$ cat config.mk
export PLATFORM = sky130hd
export DESIGN_NAME = sew_slave
export DESIGN_NICKNAME = d
export VERILOG_FILES = /design/src/core/sew_pkg.sv /design/src/core/sew_buf.sv /design/src/core/sew_slave.sv
export VERILOG_INCLUDE_DIRS = /design/src /design/src/core
export SDC_FILE = /design/constraint.sdc
export NUM_CORES = 1
export LEC_CHECK = 0
export BUFFER_PORTS_ARGS = -buffer_cell sky130_fd_sc_hd__buf_2
export CAP_MARGIN = 25
export CORE_ASPECT_RATIO = 0.9
export CORE_MARGIN = 8
export CORE_UTILIZATION = 50
export CTS_BUF_LIST = sky130_fd_sc_hd__clkbuf_4 sky130_fd_sc_hd__clkbuf_8
export CTS_CLUSTER_DIAMETER = 80
export DETAILED_ROUTE_END_ITERATION = 16
export PLACE_DENSITY = 0.63
export SYNTH_ARGS = -nofsm -noshare
export SYNTH_HDL_FRONTEND = slang
export SYNTH_SLANG_ARGS = --single-unit
$ cat constraint.sdc
create_clock -name ref_clk_in -period 5.4 [get_ports ref_clk_in]
set_clock_uncertainty 0.2 [all_clocks]
set_input_delay 0.27 -clock ref_clk_in [delete_from_list [all_inputs] [get_ports ref_clk_in]]
set_output_delay 0.27 -clock ref_clk_in [all_outputs]
set_load 0.01 [all_outputs]
$ cat src/core/sew_defs.svh
`ifndef SEW_DEFS_SVH
`define SEW_DEFS_SVH

`define SEW_ADDR_W       12
`define SEW_PAGE_BYTES   32
`define SEW_PAGE_IDX_W   5
`define SEW_CLK_MHZ      125
`define SEW_TWC_MS       5
`define SEW_TWC_CYCLES   (`SEW_TWC_MS * 1000 * `SEW_CLK_MHZ)
`define SEW_TMR_W        20
`define SEW_DIR_READ     1'b1
`define SEW_BUF_DEPTH    2

`endif

$ cat src/core/sew_pkg.sv
`default_nettype none
package sew_pkg;

    typedef enum logic [5:0] {
        SEW_IDLE   = 6'h01,
        SEW_CTRL   = 6'h02,
        SEW_ADDRH  = 6'h04,
        SEW_ADDRL  = 6'h08,
        SEW_DATA   = 6'h10,
        SEW_IGNORE = 6'h20
    } sew_state_e;

    typedef struct packed {
        logic [11:0] addr;
        logic [7:0]  data;
        logic        keep;
    } sew_commit_s;

endpackage
`default_nettype wire

$ cat src/core/sew_buf.sv
`timescale 1ns/1ps
`default_nettype none
module sew_buf #(
    parameter int W = 8
) (
    input  wire logic         ref_clk_in,
    input  wire logic         resetn_in,
    input  wire logic         ce_in,
    input  wire logic         in_valid_in,
    output logic              in_ready_out,
    input  wire logic [W-1:0] in_data_in,
    output logic              out_valid_out,
    input  wire logic         out_ready_in,
    output logic [W-1:0]      out_data_out
);
    // Entry 0 is the head and feeds the outputs straight from flops
    logic [W-1:0] mem_reg [0:1];
    logic         vld_reg [0:1];
    wire          push = in_valid_in & ~vld_reg[1];
    wire          pop  = vld_reg[0] & out_ready_in;

    assign in_ready_out  = ~vld_reg[1];
    assign out_valid_out = vld_reg[0];
    assign out_data_out  = mem_reg[0];

    always_ff @(posedge ref_clk_in or negedge resetn_in) begin
        if (!resetn_in) begin
            mem_reg[0] <= '0;
            mem_reg[1] <= '0;
            vld_reg[0] <= 1'b0;
            vld_reg[1] <= 1'b0;
        end else if (ce_in) begin
            if (pop) begin
                if (vld_reg[1]) begin
                    mem_reg[0] <= mem_reg[1];
                    vld_reg[1] <= 1'b0;
                end else if (push) begin
                    mem_reg[0] <= in_data_in;
                end else begin
                    vld_reg[0] <= 1'b0;
                end
            end else if (push) begin
                if (!vld_reg[0]) begin
                    mem_reg[0] <= in_data_in;
                    vld_reg[0] <= 1'b1;
                end else begin
                    mem_reg[1] <= in_data_in;
                    vld_reg[1] <= 1'b1;
                end
            end
        end
    end
endmodule
`default_nettype wire

$ cat src/core/sew_slave.sv
// Notes on behaviour
// - Bus is idle while data and clock lines both stay high.
// - Data falling while clock high is a Start; it begins a command.
// - Data rising while clock high is a Stop; it ends the operation.
// - Data changes only while clock low; one clock pulse per bit.
// - Addressed receiver acknowledges every byte on a ninth clock pulse.
// - Acknowledge holds data low through the whole high phase.
// - On reads the master withholds the last acknowledge; device releases data.
// - First byte is type code, three chip-select bits, then direction.
// - Respond only when chip-select bits equal the chip-select pin levels.
// - Matching control byte is acknowledged; direction one reads, zero writes.
// - Two address bytes follow, high first; only twelve low bits kept.
// - Stop after an acknowledged data byte starts the internal write.
// - No acknowledge at all while an internal write runs.
// - Internal write cycle lasts at most five milliseconds.
// - Write-protected writes are acknowledged, then skipped; ready at once.
// - After a byte write the pointer holds the next address.
// - Up to 31 further bytes go to a page buffer, committed at Stop.
// - Each data byte bumps only the low five pointer bits.
// - More than 32 bytes wrap and overwrite; last 32 are kept.
// - Untouched bytes of a partly written page are refreshed unchanged.
// - Write-protect is sampled at Stop and covers the whole array.
`include "sew_defs.svh"
`timescale 1ns/1ps
`default_nettype none
module sew_slave #(
    // Device type code; value arbitrary
    parameter logic [3:0] DEV_TYPE     = 4'h5,
    parameter int         WRITE_CYCLES = `SEW_TWC_CYCLES
) (
    input  wire logic                ref_clk_in,
    input  wire logic                resetn_in,
    input  wire logic                ce_in,
    input  wire logic                scl_in,
    input  wire logic                sda_in,
    output logic                     sda_out,
    output logic                     sda_oe_out,
    input  wire logic                wp_in,
    input  wire logic                chip_select_in0,
    input  wire logic                chip_select_in1,
    input  wire logic                chip_select_in2,
    output logic                     busy_out,
    output logic                     read_start_out,
    output logic [`SEW_ADDR_W-1:0]   addr_ptr_out,
    output logic                     wr_valid_out,
    input  wire logic                wr_ready_in,
    output sew_pkg::sew_commit_s     wr_data_out
);
    localparam int CW = $bits(sew_pkg::sew_commit_s);

    // Pin synchronisers: scl, sda, wp, chip selects
    logic [5:0] pin_meta_reg;
    logic [5:0] pin_sync_reg;
    logic [5:0] pin_prev_reg;
    wire  [5:0] pin_raw = {chip_select_in2, chip_select_in1, chip_select_in0,
                           wp_in, sda_in, scl_in};

    wire       scl_s = pin_sync_reg[0];
    wire       sda_s = pin_sync_reg[1];
    wire       wp_s  = pin_sync_reg[2];
    wire [2:0] cs_s  = pin_sync_reg[5:3];
    wire       scl_p = pin_prev_reg[0];
    wire       sda_p = pin_prev_reg[1];

    always_ff @(posedge ref_clk_in or negedge resetn_in) begin
        if (!resetn_in) begin
            pin_meta_reg <= 6'h03;
            pin_sync_reg <= 6'h03;
            pin_prev_reg <= 6'h03;
        end else if (ce_in) begin
            pin_meta_reg <= pin_raw;
            pin_sync_reg <= pin_meta_reg;
            pin_prev_reg <= pin_sync_reg;
        end
    end

    // Bus conditions seen on the synchronised lines
    wire start_det = scl_s & scl_p & sda_p & ~sda_s;
    wire stop_det  = scl_s & scl_p & ~sda_p & sda_s;
    wire scl_rise  = scl_s & ~scl_p;
    wire scl_fall  = ~scl_s & scl_p;

    sew_pkg::sew_state_e state_reg;
    sew_pkg::sew_state_e state_next;
    logic [3:0]              bit_cnt_reg;
    logic                    ack_phase_reg;
    logic [7:0]              shift_reg;
    logic                    ack_reg;
    logic                    busy_reg;
    logic                    got_data_reg;
    logic                    rd_start_reg;
    logic [3:0]              addr_hi_reg;
    logic [`SEW_ADDR_W-1:0]  ptr_reg;
    logic [`SEW_ADDR_W-1:0]  ptr_next;

    // Byte ends on the fall after the eighth rise; the ninth pulse is the ack slot
    wire byte_done = scl_fall & (bit_cnt_reg == 4'h8) & ~ack_phase_reg;
    wire ack_end   = scl_fall & ack_phase_reg;

    wire ctrl_match = (shift_reg[7:4] == DEV_TYPE)
                    & (shift_reg[3:1] == cs_s)
                    & ~busy_reg;
    wire in_ctrl  = (state_reg == sew_pkg::SEW_CTRL);
    wire in_addrh = (state_reg == sew_pkg::SEW_ADDRH);
    wire in_addrl = (state_reg == sew_pkg::SEW_ADDRL);
    wire in_data  = (state_reg == sew_pkg::SEW_DATA);
    wire ack_ok   = (in_ctrl & ctrl_match) | in_addrh | in_addrl | in_data;
    wire rd_sel   = byte_done & in_ctrl & ctrl_match & (shift_reg[0] == `SEW_DIR_READ);
    wire addrl_done = byte_done & in_addrl;
    wire data_done  = byte_done & in_data;
    wire commit_go  = stop_det & in_data & got_data_reg & ~busy_reg & ~wp_s;

    always_comb begin
        state_next = state_reg;
        if (start_det) begin
            state_next = sew_pkg::SEW_CTRL;
        end else if (stop_det) begin
            state_next = sew_pkg::SEW_IDLE;
        end else if (byte_done) begin
            unique case (state_reg)
                sew_pkg::SEW_CTRL: begin
                    if (ctrl_match && shift_reg[0] != `SEW_DIR_READ) begin
                        state_next = sew_pkg::SEW_ADDRH;
                    end else begin
                        // Reads belong to the read logic; stay off the line
                        state_next = sew_pkg::SEW_IGNORE;
                    end
                end
                sew_pkg::SEW_ADDRH: state_next = sew_pkg::SEW_ADDRL;
                sew_pkg::SEW_ADDRL: state_next = sew_pkg::SEW_DATA;
                sew_pkg::SEW_DATA:  state_next = sew_pkg::SEW_DATA;
                sew_pkg::SEW_IDLE:  state_next = sew_pkg::SEW_IDLE;
                sew_pkg::SEW_IGNORE: state_next = sew_pkg::SEW_IGNORE;
                default: state_next = sew_pkg::SEW_IDLE;
            endcase
        end
    end

    assign ptr_next = addrl_done ? {addr_hi_reg, shift_reg} :
                      data_done  ? {ptr_reg[11:5], ptr_reg[4:0] + 5'h01} :
                      ptr_reg;

    always_ff @(posedge ref_clk_in or negedge resetn_in) begin
        if (!resetn_in) begin
            state_reg <= sew_pkg::SEW_IDLE;
            ptr_reg   <= '0;
        end else if (ce_in) begin
            state_reg <= state_next;
            ptr_reg   <= ptr_next;
        end
    end

    // Bit counting and shifting on SCL edges
    always_ff @(posedge ref_clk_in or negedge resetn_in) begin
        if (!resetn_in) begin
            bit_cnt_reg   <= 4'h0;
            ack_phase_reg <= 1'b0;
            shift_reg     <= 8'h00;
        end else if (ce_in) begin
            if (start_det || stop_det) begin
                bit_cnt_reg   <= 4'h0;
                ack_phase_reg <= 1'b0;
            end else if (scl_rise && bit_cnt_reg != 4'h8) begin
                shift_reg   <= {shift_reg[6:0], sda_s};
                bit_cnt_reg <= bit_cnt_reg + 4'h1;
            end else if (byte_done) begin
                ack_phase_reg <= 1'b1;
            end else if (ack_end) begin
                ack_phase_reg <= 1'b0;
                bit_cnt_reg   <= 4'h0;
            end
        end
    end

    // Ack drive: set on the fall after the byte, released on the next fall
    always_ff @(posedge ref_clk_in or negedge resetn_in) begin
        if (!resetn_in) begin
            ack_reg      <= 1'b0;
            got_data_reg <= 1'b0;
            rd_start_reg <= 1'b0;
            addr_hi_reg  <= 4'h0;
        end else if (ce_in) begin
            rd_start_reg <= rd_sel;
            if (start_det || stop_det || ack_end) begin
                ack_reg <= 1'b0;
            end else if (byte_done) begin
                ack_reg <= ack_ok;
            end
            if (start_det) begin
                got_data_reg <= 1'b0;
            end else if (data_done) begin
                got_data_reg <= 1'b1;
            end
            if (byte_done && in_addrh) begin
                addr_hi_reg <= shift_reg[3:0];
            end
        end
    end

    // Page buffer, indexed by the low pointer bits
    logic [7:0]                  page_mem [0:`SEW_PAGE_BYTES-1];
    logic [`SEW_PAGE_BYTES-1:0]  page_fill_reg;

    for (genvar i = 0; i < `SEW_PAGE_BYTES; i++) begin : g_page
        wire hit = data_done & (ptr_reg[4:0] == 5'(i));
        always_ff @(posedge ref_clk_in or negedge resetn_in) begin
            if (!resetn_in) begin
                page_mem[i]      <= 8'h00;
                page_fill_reg[i] <= 1'b0;
            end else if (ce_in) begin
                if (addrl_done) begin
                    page_fill_reg[i] <= 1'b0;
                end else if (hit) begin
                    page_mem[i]      <= shift_reg;
                    page_fill_reg[i] <= 1'b1;
                end
            end
        end
    end

    // Internal write: stream the whole page out while the cycle timer runs; done when both finish
    logic [5:0]            commit_idx_reg;
    logic [`SEW_TMR_W-1:0] tmr_reg;
    logic                  buf_in_ready;
    logic                  buf_out_valid;
    logic [CW-1:0]         buf_out_data;
    sew_pkg::sew_commit_s  push_word;

    wire [4:0] cidx      = commit_idx_reg[4:0];
    wire       push_vld  = busy_reg & ~commit_idx_reg[5];
    wire       push_take = push_vld & buf_in_ready;
    wire       cycle_end = busy_reg & (tmr_reg == '0) & commit_idx_reg[5] & ~buf_out_valid;

    assign push_word.addr = {ptr_reg[11:5], cidx};
    assign push_word.data = page_mem[cidx];
    assign push_word.keep = ~page_fill_reg[cidx];

    always_ff @(posedge ref_clk_in or negedge resetn_in) begin
        if (!resetn_in) begin
            busy_reg       <= 1'b0;
            commit_idx_reg <= 6'h20;
            tmr_reg        <= '0;
        end else if (ce_in) begin
            if (commit_go) begin
                busy_reg       <= 1'b1;
                commit_idx_reg <= 6'h00;
                tmr_reg        <= `SEW_TMR_W'(WRITE_CYCLES - 1);
            end else begin
                if (push_take) begin
                    commit_idx_reg <= commit_idx_reg + 6'h01;
                end
                if (tmr_reg != '0) begin
                    tmr_reg <= tmr_reg - `SEW_TMR_W'(1);
                end
                if (cycle_end) begin
                    busy_reg <= 1'b0;
                end
            end
        end
    end

    sew_buf #(
        .W (CW)
    ) u_buf (
        .ref_clk_in    (ref_clk_in),
        .resetn_in     (resetn_in),
        .ce_in         (ce_in),
        .in_valid_in   (push_vld),
        .in_ready_out  (buf_in_ready),
        .in_data_in    (push_word),
        .out_valid_out (buf_out_valid),
        .out_ready_in  (wr_ready_in),
        .out_data_out  (buf_out_data)
    );

    logic sda_drv_reg;
    always_ff @(posedge ref_clk_in or negedge resetn_in) begin
        if (!resetn_in) begin
            sda_drv_reg <= 1'b0;
        end else if (ce_in) begin
            sda_drv_reg <= 1'b0;
        end
    end

    assign sda_out        = sda_drv_reg;
    assign sda_oe_out     = ack_reg;
    assign busy_out       = busy_reg;
    assign read_start_out = rd_start_reg;
    assign addr_ptr_out   = ptr_reg;
    assign wr_valid_out   = buf_out_valid;
    assign wr_data_out    = sew_pkg::sew_commit_s'(buf_out_data);

    property p_start;
        @(posedge ref_clk_in) disable iff (!resetn_in)
        ce_in && start_det |=> state_reg == sew_pkg::SEW_CTRL && bit_cnt_reg == 4'h0;
    endproperty
    a_start: assert property (p_start) else $error("start not taken");

    property p_stop;
        @(posedge ref_clk_in) disable iff (!resetn_in)
        ce_in && stop_det && !start_det |=> state_reg == sew_pkg::SEW_IDLE && !sda_oe_out;
    endproperty
    a_stop: assert property (p_stop) else $error("stop not taken");

    property p_busy_quiet;
        @(posedge ref_clk_in) disable iff (!resetn_in)
        busy_reg |-> !sda_oe_out;
    endproperty
    a_busy_quiet: assert property (p_busy_quiet) else $error("ack during write");

    property p_ack_low_clk;
        @(posedge ref_clk_in) disable iff (!resetn_in)
        $rose(sda_oe_out) |-> !scl_s ##1 sda_oe_out;
    endproperty
    a_ack_low_clk: assert property (p_ack_low_clk) else $error("ack not in low phase");

    property p_cs_mismatch;
        @(posedge ref_clk_in) disable iff (!resetn_in)
        ce_in && byte_done && in_ctrl && shift_reg[3:1] != cs_s |=> !sda_oe_out;
    endproperty
    a_cs_mismatch: assert property (p_cs_mismatch) else $error("ack on wrong select");

    property p_ptr_wrap;
        @(posedge ref_clk_in) disable iff (!resetn_in)
        ce_in && data_done |=> ptr_reg[11:5] == $past(ptr_reg[11:5])
            && ptr_reg[4:0] == 5'($past(ptr_reg[4:0]) + 5'h01);
    endproperty
    a_ptr_wrap: assert property (p_ptr_wrap) else $error("pointer step wrong");

    property p_addr_load;
        @(posedge ref_clk_in) disable iff (!resetn_in)
        ce_in && addrl_done |=> ptr_reg == {$past(addr_hi_reg), $past(shift_reg)};
    endproperty
    a_addr_load: assert property (p_addr_load) else $error("address load wrong");

    property p_wp_skip;
        @(posedge ref_clk_in) disable iff (!resetn_in)
        ce_in && stop_det && in_data && wp_s && !busy_reg |=> !busy_reg;
    endproperty
    a_wp_skip: assert property (p_wp_skip) else $error("protected write ran");

    property p_commit;
        @(posedge ref_clk_in) disable iff (!resetn_in)
        ce_in && commit_go |=> busy_reg && commit_idx_reg == 6'h00;
    endproperty
    a_commit: assert property (p_commit) else $error("write cycle not started");

    property p_read_sel;
        @(posedge ref_clk_in) disable iff (!resetn_in)
        ce_in && rd_sel |=> read_start_out && sda_oe_out ##1 !read_start_out;
    endproperty
    a_read_sel: assert property (p_read_sel) else $error("read select wrong");
endmodule
`default_nettype wire

==> flow_summary.yaml <==
routing:
  routed_via_density: 5.923
  top_layer: "met4"
  dr.first_iter.drc_count: 822
  wl_met2_microns: 20560
  dr.pass1.iters: 5
  routedLengthMet1_microns: 20790
  antenna_left: 0
  drc: 0
  wl_per_cell_microns: 22.20
  vias: 11920
  routed_wl_microns: 44670
  met3_length_microns: 2161
yosys:
  syn_inst: 1454
  synth_async_sr_flop_share_pct: 100.0
  avgSynthCellArea_sq_um: 13.02
  synth_ff_type: "dfrtp_1"
  yosys_register_bits: 411
  synthDistinctLibCells: 62
  ys_warn_count: 0
  ys_seq_area_share_pct: 54.37
  synth_edf_count: 0
  syn-cell-area_sq_um: 18940
  syn_nets: 1474
final_layout:
  fin_nets: 1502
  largest_reg_flops: 256
  drive_gt1_share_pct: 38.00
  area_growth_pct: 10.75
  n_fill_cell: 3074
  diodes: 0
worst_setup_path:
  cp_max_fo: 33
  crit_chain: "buf_4 > mux2_2 > a31oi_1 > o221ai_1 > o41ai_1 > o21ai_0"
  end_kind: "flop"
  cp_slowest_cell: "dfrtp_2"
  cp_top_family: "compound AO/OA/AOI/OAI gates"
  cpPeakStageDelay_ns: 0.97
  worstSetupStartpointType: "flop"
  critPathBufInv: 1
  critPathKind: "reg -> reg"
  required_ns: 5.66
  arrival_ns: 3.72
cts:
  clockBufferDepth: 3
  cts_root_buf: "clkbuf_8"
  cts_sinks: 411
  cts_tree: "built"
  numCtsBuffers: 69
  cts_resized: 0
  clkTransAtPathRegs_ns: 0.07
  cts_hold_buf: 10
  ctsHtreeMaxLevel: 3
  worstSkewPairLatency_ns: 0.60
  postCtsSetupBuffers: 0
sta:
  fmax_mhz: 288.8
  slew_headroom_pct: 38.14
  tightest_slew_ns: 0.9280
  final_hold_viol_count: 0
  report.final.slew_viol_count: 0
  fin_crit_sh_pct: 64.13
  setup_viol: 0
  final.setup.tns_ns: 0
  holdWs_ns: 0.09950
  min_period_ns: 3.463
  rsz0062_at_grt: "no"
run_status:
  run_status: "finished clean"
floorplan:
  die_h_microns: 200.6
  fp.dieArea_sq_um: 44360
  pin_count: 48
  num_rows: 67
  core_area_sq_um: 37300
  die_w_microns: 221.1
  start_util_pct: 50.76
pwr:
  p_per_area_nw_per_um2: 387.9
  internal_power_mw: 5.479
  combPwrFrac_pct: 19.0
  cellLeakagePower_nw: 9.785
  vdd_drop_max_v: 0.0002598
  pwr-share-seq_pct: 45.9
  clkPwrFrac_pct: 35.1
  p_sw_mw: 2.656
  p_sw_share_pct: 32.65
global_routing:
  grt_overflow: 0
  grt_pass1_wl_microns: 71570
  antenna_found_initial: 1
  grt_start_max_net_pins: 142
  grt_use_total_pct: 20.34
  first_global_vias: 12320
placed_design:
  port-buffer-count: 46
  gp_congestion: 0.7979
  hpwl_microns: 28250
min_path:
  hold_path.class: "in -> reg"
flow_run:
  max_cap_violations: 0
-- synth_stat cells (6+ instances only) --
| cell type | instances | area share [%] |
|---|---|---|
| a31oi_1 | 11 | 0.36 |
| buf_1 | 16 | 0.32 |
| nand3_1 | 22 | 0.58 |
| o22a_1 | 8 | 0.37 |
| nor3_1 | 12 | 0.32 |
| o221ai_1 | 8 | 0.37 |
| o21ai_0 | 50 | 1.3 |
| or3_1 | 12 | 0.40 |
| o31ai_1 | 7 | 0.28 |
| mux4_2 | 28 | 3.3 |
| xor2_1 | 10 | 0.46 |
| clkbuf_1 | 70 | 1.4 |
| o21a_1 | 31 | 1.2 |
| nor2b_1 | 6 | 0.20 |
| dfrtp_1 | 403 | 53 |
| dfstp_2 | 8 | 1.1 |
| o41ai_1 | 10 | 0.46 |
| nor2_1 | 41 | 0.81 |
| buf_4 | 29 | 1.1 |
| mux2i_1 | 79 | 4.2 |
| nand2_1 | 68 | 1.3 |
| mux2_2 | 312 | 19 |
| ha_1 | 10 | 0.66 |
| or4_1 | 6 | 0.24 |
| a21oi_1 | 10 | 0.26 |
| nor2_2 | 27 | 0.89 |
| nand4_1 | 12 | 0.40 |
| o22ai_1 | 18 | 0.59 |
| a22oi_1 | 25 | 0.99 |
| xnor2_1 | 12 | 0.56 |
| nor4_1 | 10 | 0.33 |
| inv_1 | 15 | 0.30 |
| o211ai_1 | 6 | 0.24 |
-- cell families (layout without fill, tap and decap cells) --
kind of cell / count (synthesis) / count (layout) / share of synthesized area [%]
AOI/OAI and AO/OA: 203 / 203 / 7.295
xor gates and xnor gates: 22 / 22 / 1.018
muxes: 419 / 419 / 26.06
DFF: 411 / 411 / 54.37
buffers and inverters: 133 / 208 / 3.231
adders and majority gates: 10 / 10 / 0.6608
and+or+nand+nor: 255 / 255 / 7.348
other: 1 / 1 / 0.01980
-- routing by layer --
layer  track usage, %  vias to the layer above
li1                 -                     5365
met1            28.62                     6189
met2            31.32                      278
met3            3.943                       86
met4            6.930                        0
met5                0                        -
-- final timing paths --
path,slack [ns],cells past startpoint,from,end
worst min-delay path,0.1,3,ce_in,pin_sync_reg[0]$_DFFE_PN1P_
max in group asynchronous,3.56,4,resetn_in,page_mem[120]$_DFFE_PN0P_
min in group asynchronous,0.44,3,resetn_in,page_mem[146]$_DFFE_PN0P_
worst max-delay path,1.94,6,commit_idx_reg[2]$_DFFE_PN0P_,u_buf.out_data_out[4]$_DFFE_PN0P_
worst max register to register,1.94,6,commit_idx_reg[2]$_DFFE_PN0P_,u_buf.out_data_out[4]$_DFFE_PN0P_
worst min register to register,0.27,2,u_buf.out_data_out[10]$_DFFE_PN0P_,u_buf.out_data_out[10]$_DFFE_PN0P_
-- area by class of cell --
type / count / area (sq um) / share of cell area (%)
sequential: 411 / 10300 / 49.13
multi-input combinational: 910 / 8040 / 38.34
clock buffer: 114 / 1406 / 6.706
tap: 483 / 604.3 / 2.882
timing repair buffer: 75 / 538.0 / 2.565
inverter: 15 / 56.30 / 0.2685
clock inverter: 4 / 23.77 / 0.1134
-- metrics by stage --
stage                     total power, mW  util, %  instance area, sq um  setup slack, ns  std cells
after floorplan                     4.722        -                 18940            2.679       1454
after detailed placement            5.332    52.07                 19420            2.013       1884
after global placement              5.305    52.07                 19420            2.039       1884
final                               8.135    56.22                 20970            1.937       2012
after global routing                8.531    56.22                 20970            1.809       2012
after CTS                           8.231    56.22                 20970            1.996       2012
-- worst register-to-register path: stages, from the launching register on --
cell and delay (ns):
dfrtp_2 0.97, buf_4 0.64, mux2_2 0.40, a31oi_1 0.15, o221ai_1 0.13, o41ai_1 0.65, o21ai_0 0.18
-- power by group through the flow --
stage               logic (mW)  registers [mW]  clock network [mW]
finish                    1.54            3.74                2.86
global route              1.68            3.78                3.07
floorplan                 1.25            3.47                   0
detailed placement        1.54            3.79                   0
CTS                       1.56            3.74                2.94
global placement          1.53            3.77                   0
-- cells in the final DEF (no fill, tap or decap), types with 28 or more instances in the layout --
master,count
mux2i_1,79
mux4_2,28
dfrtp_1,399
o21a_1,31
nand2_1,68
clkbuf_8,88
nor2_1,41
buf_2,45
o21ai_0,50
mux2_2,312
No activity file was read; power rests on OpenSTA's default activity.
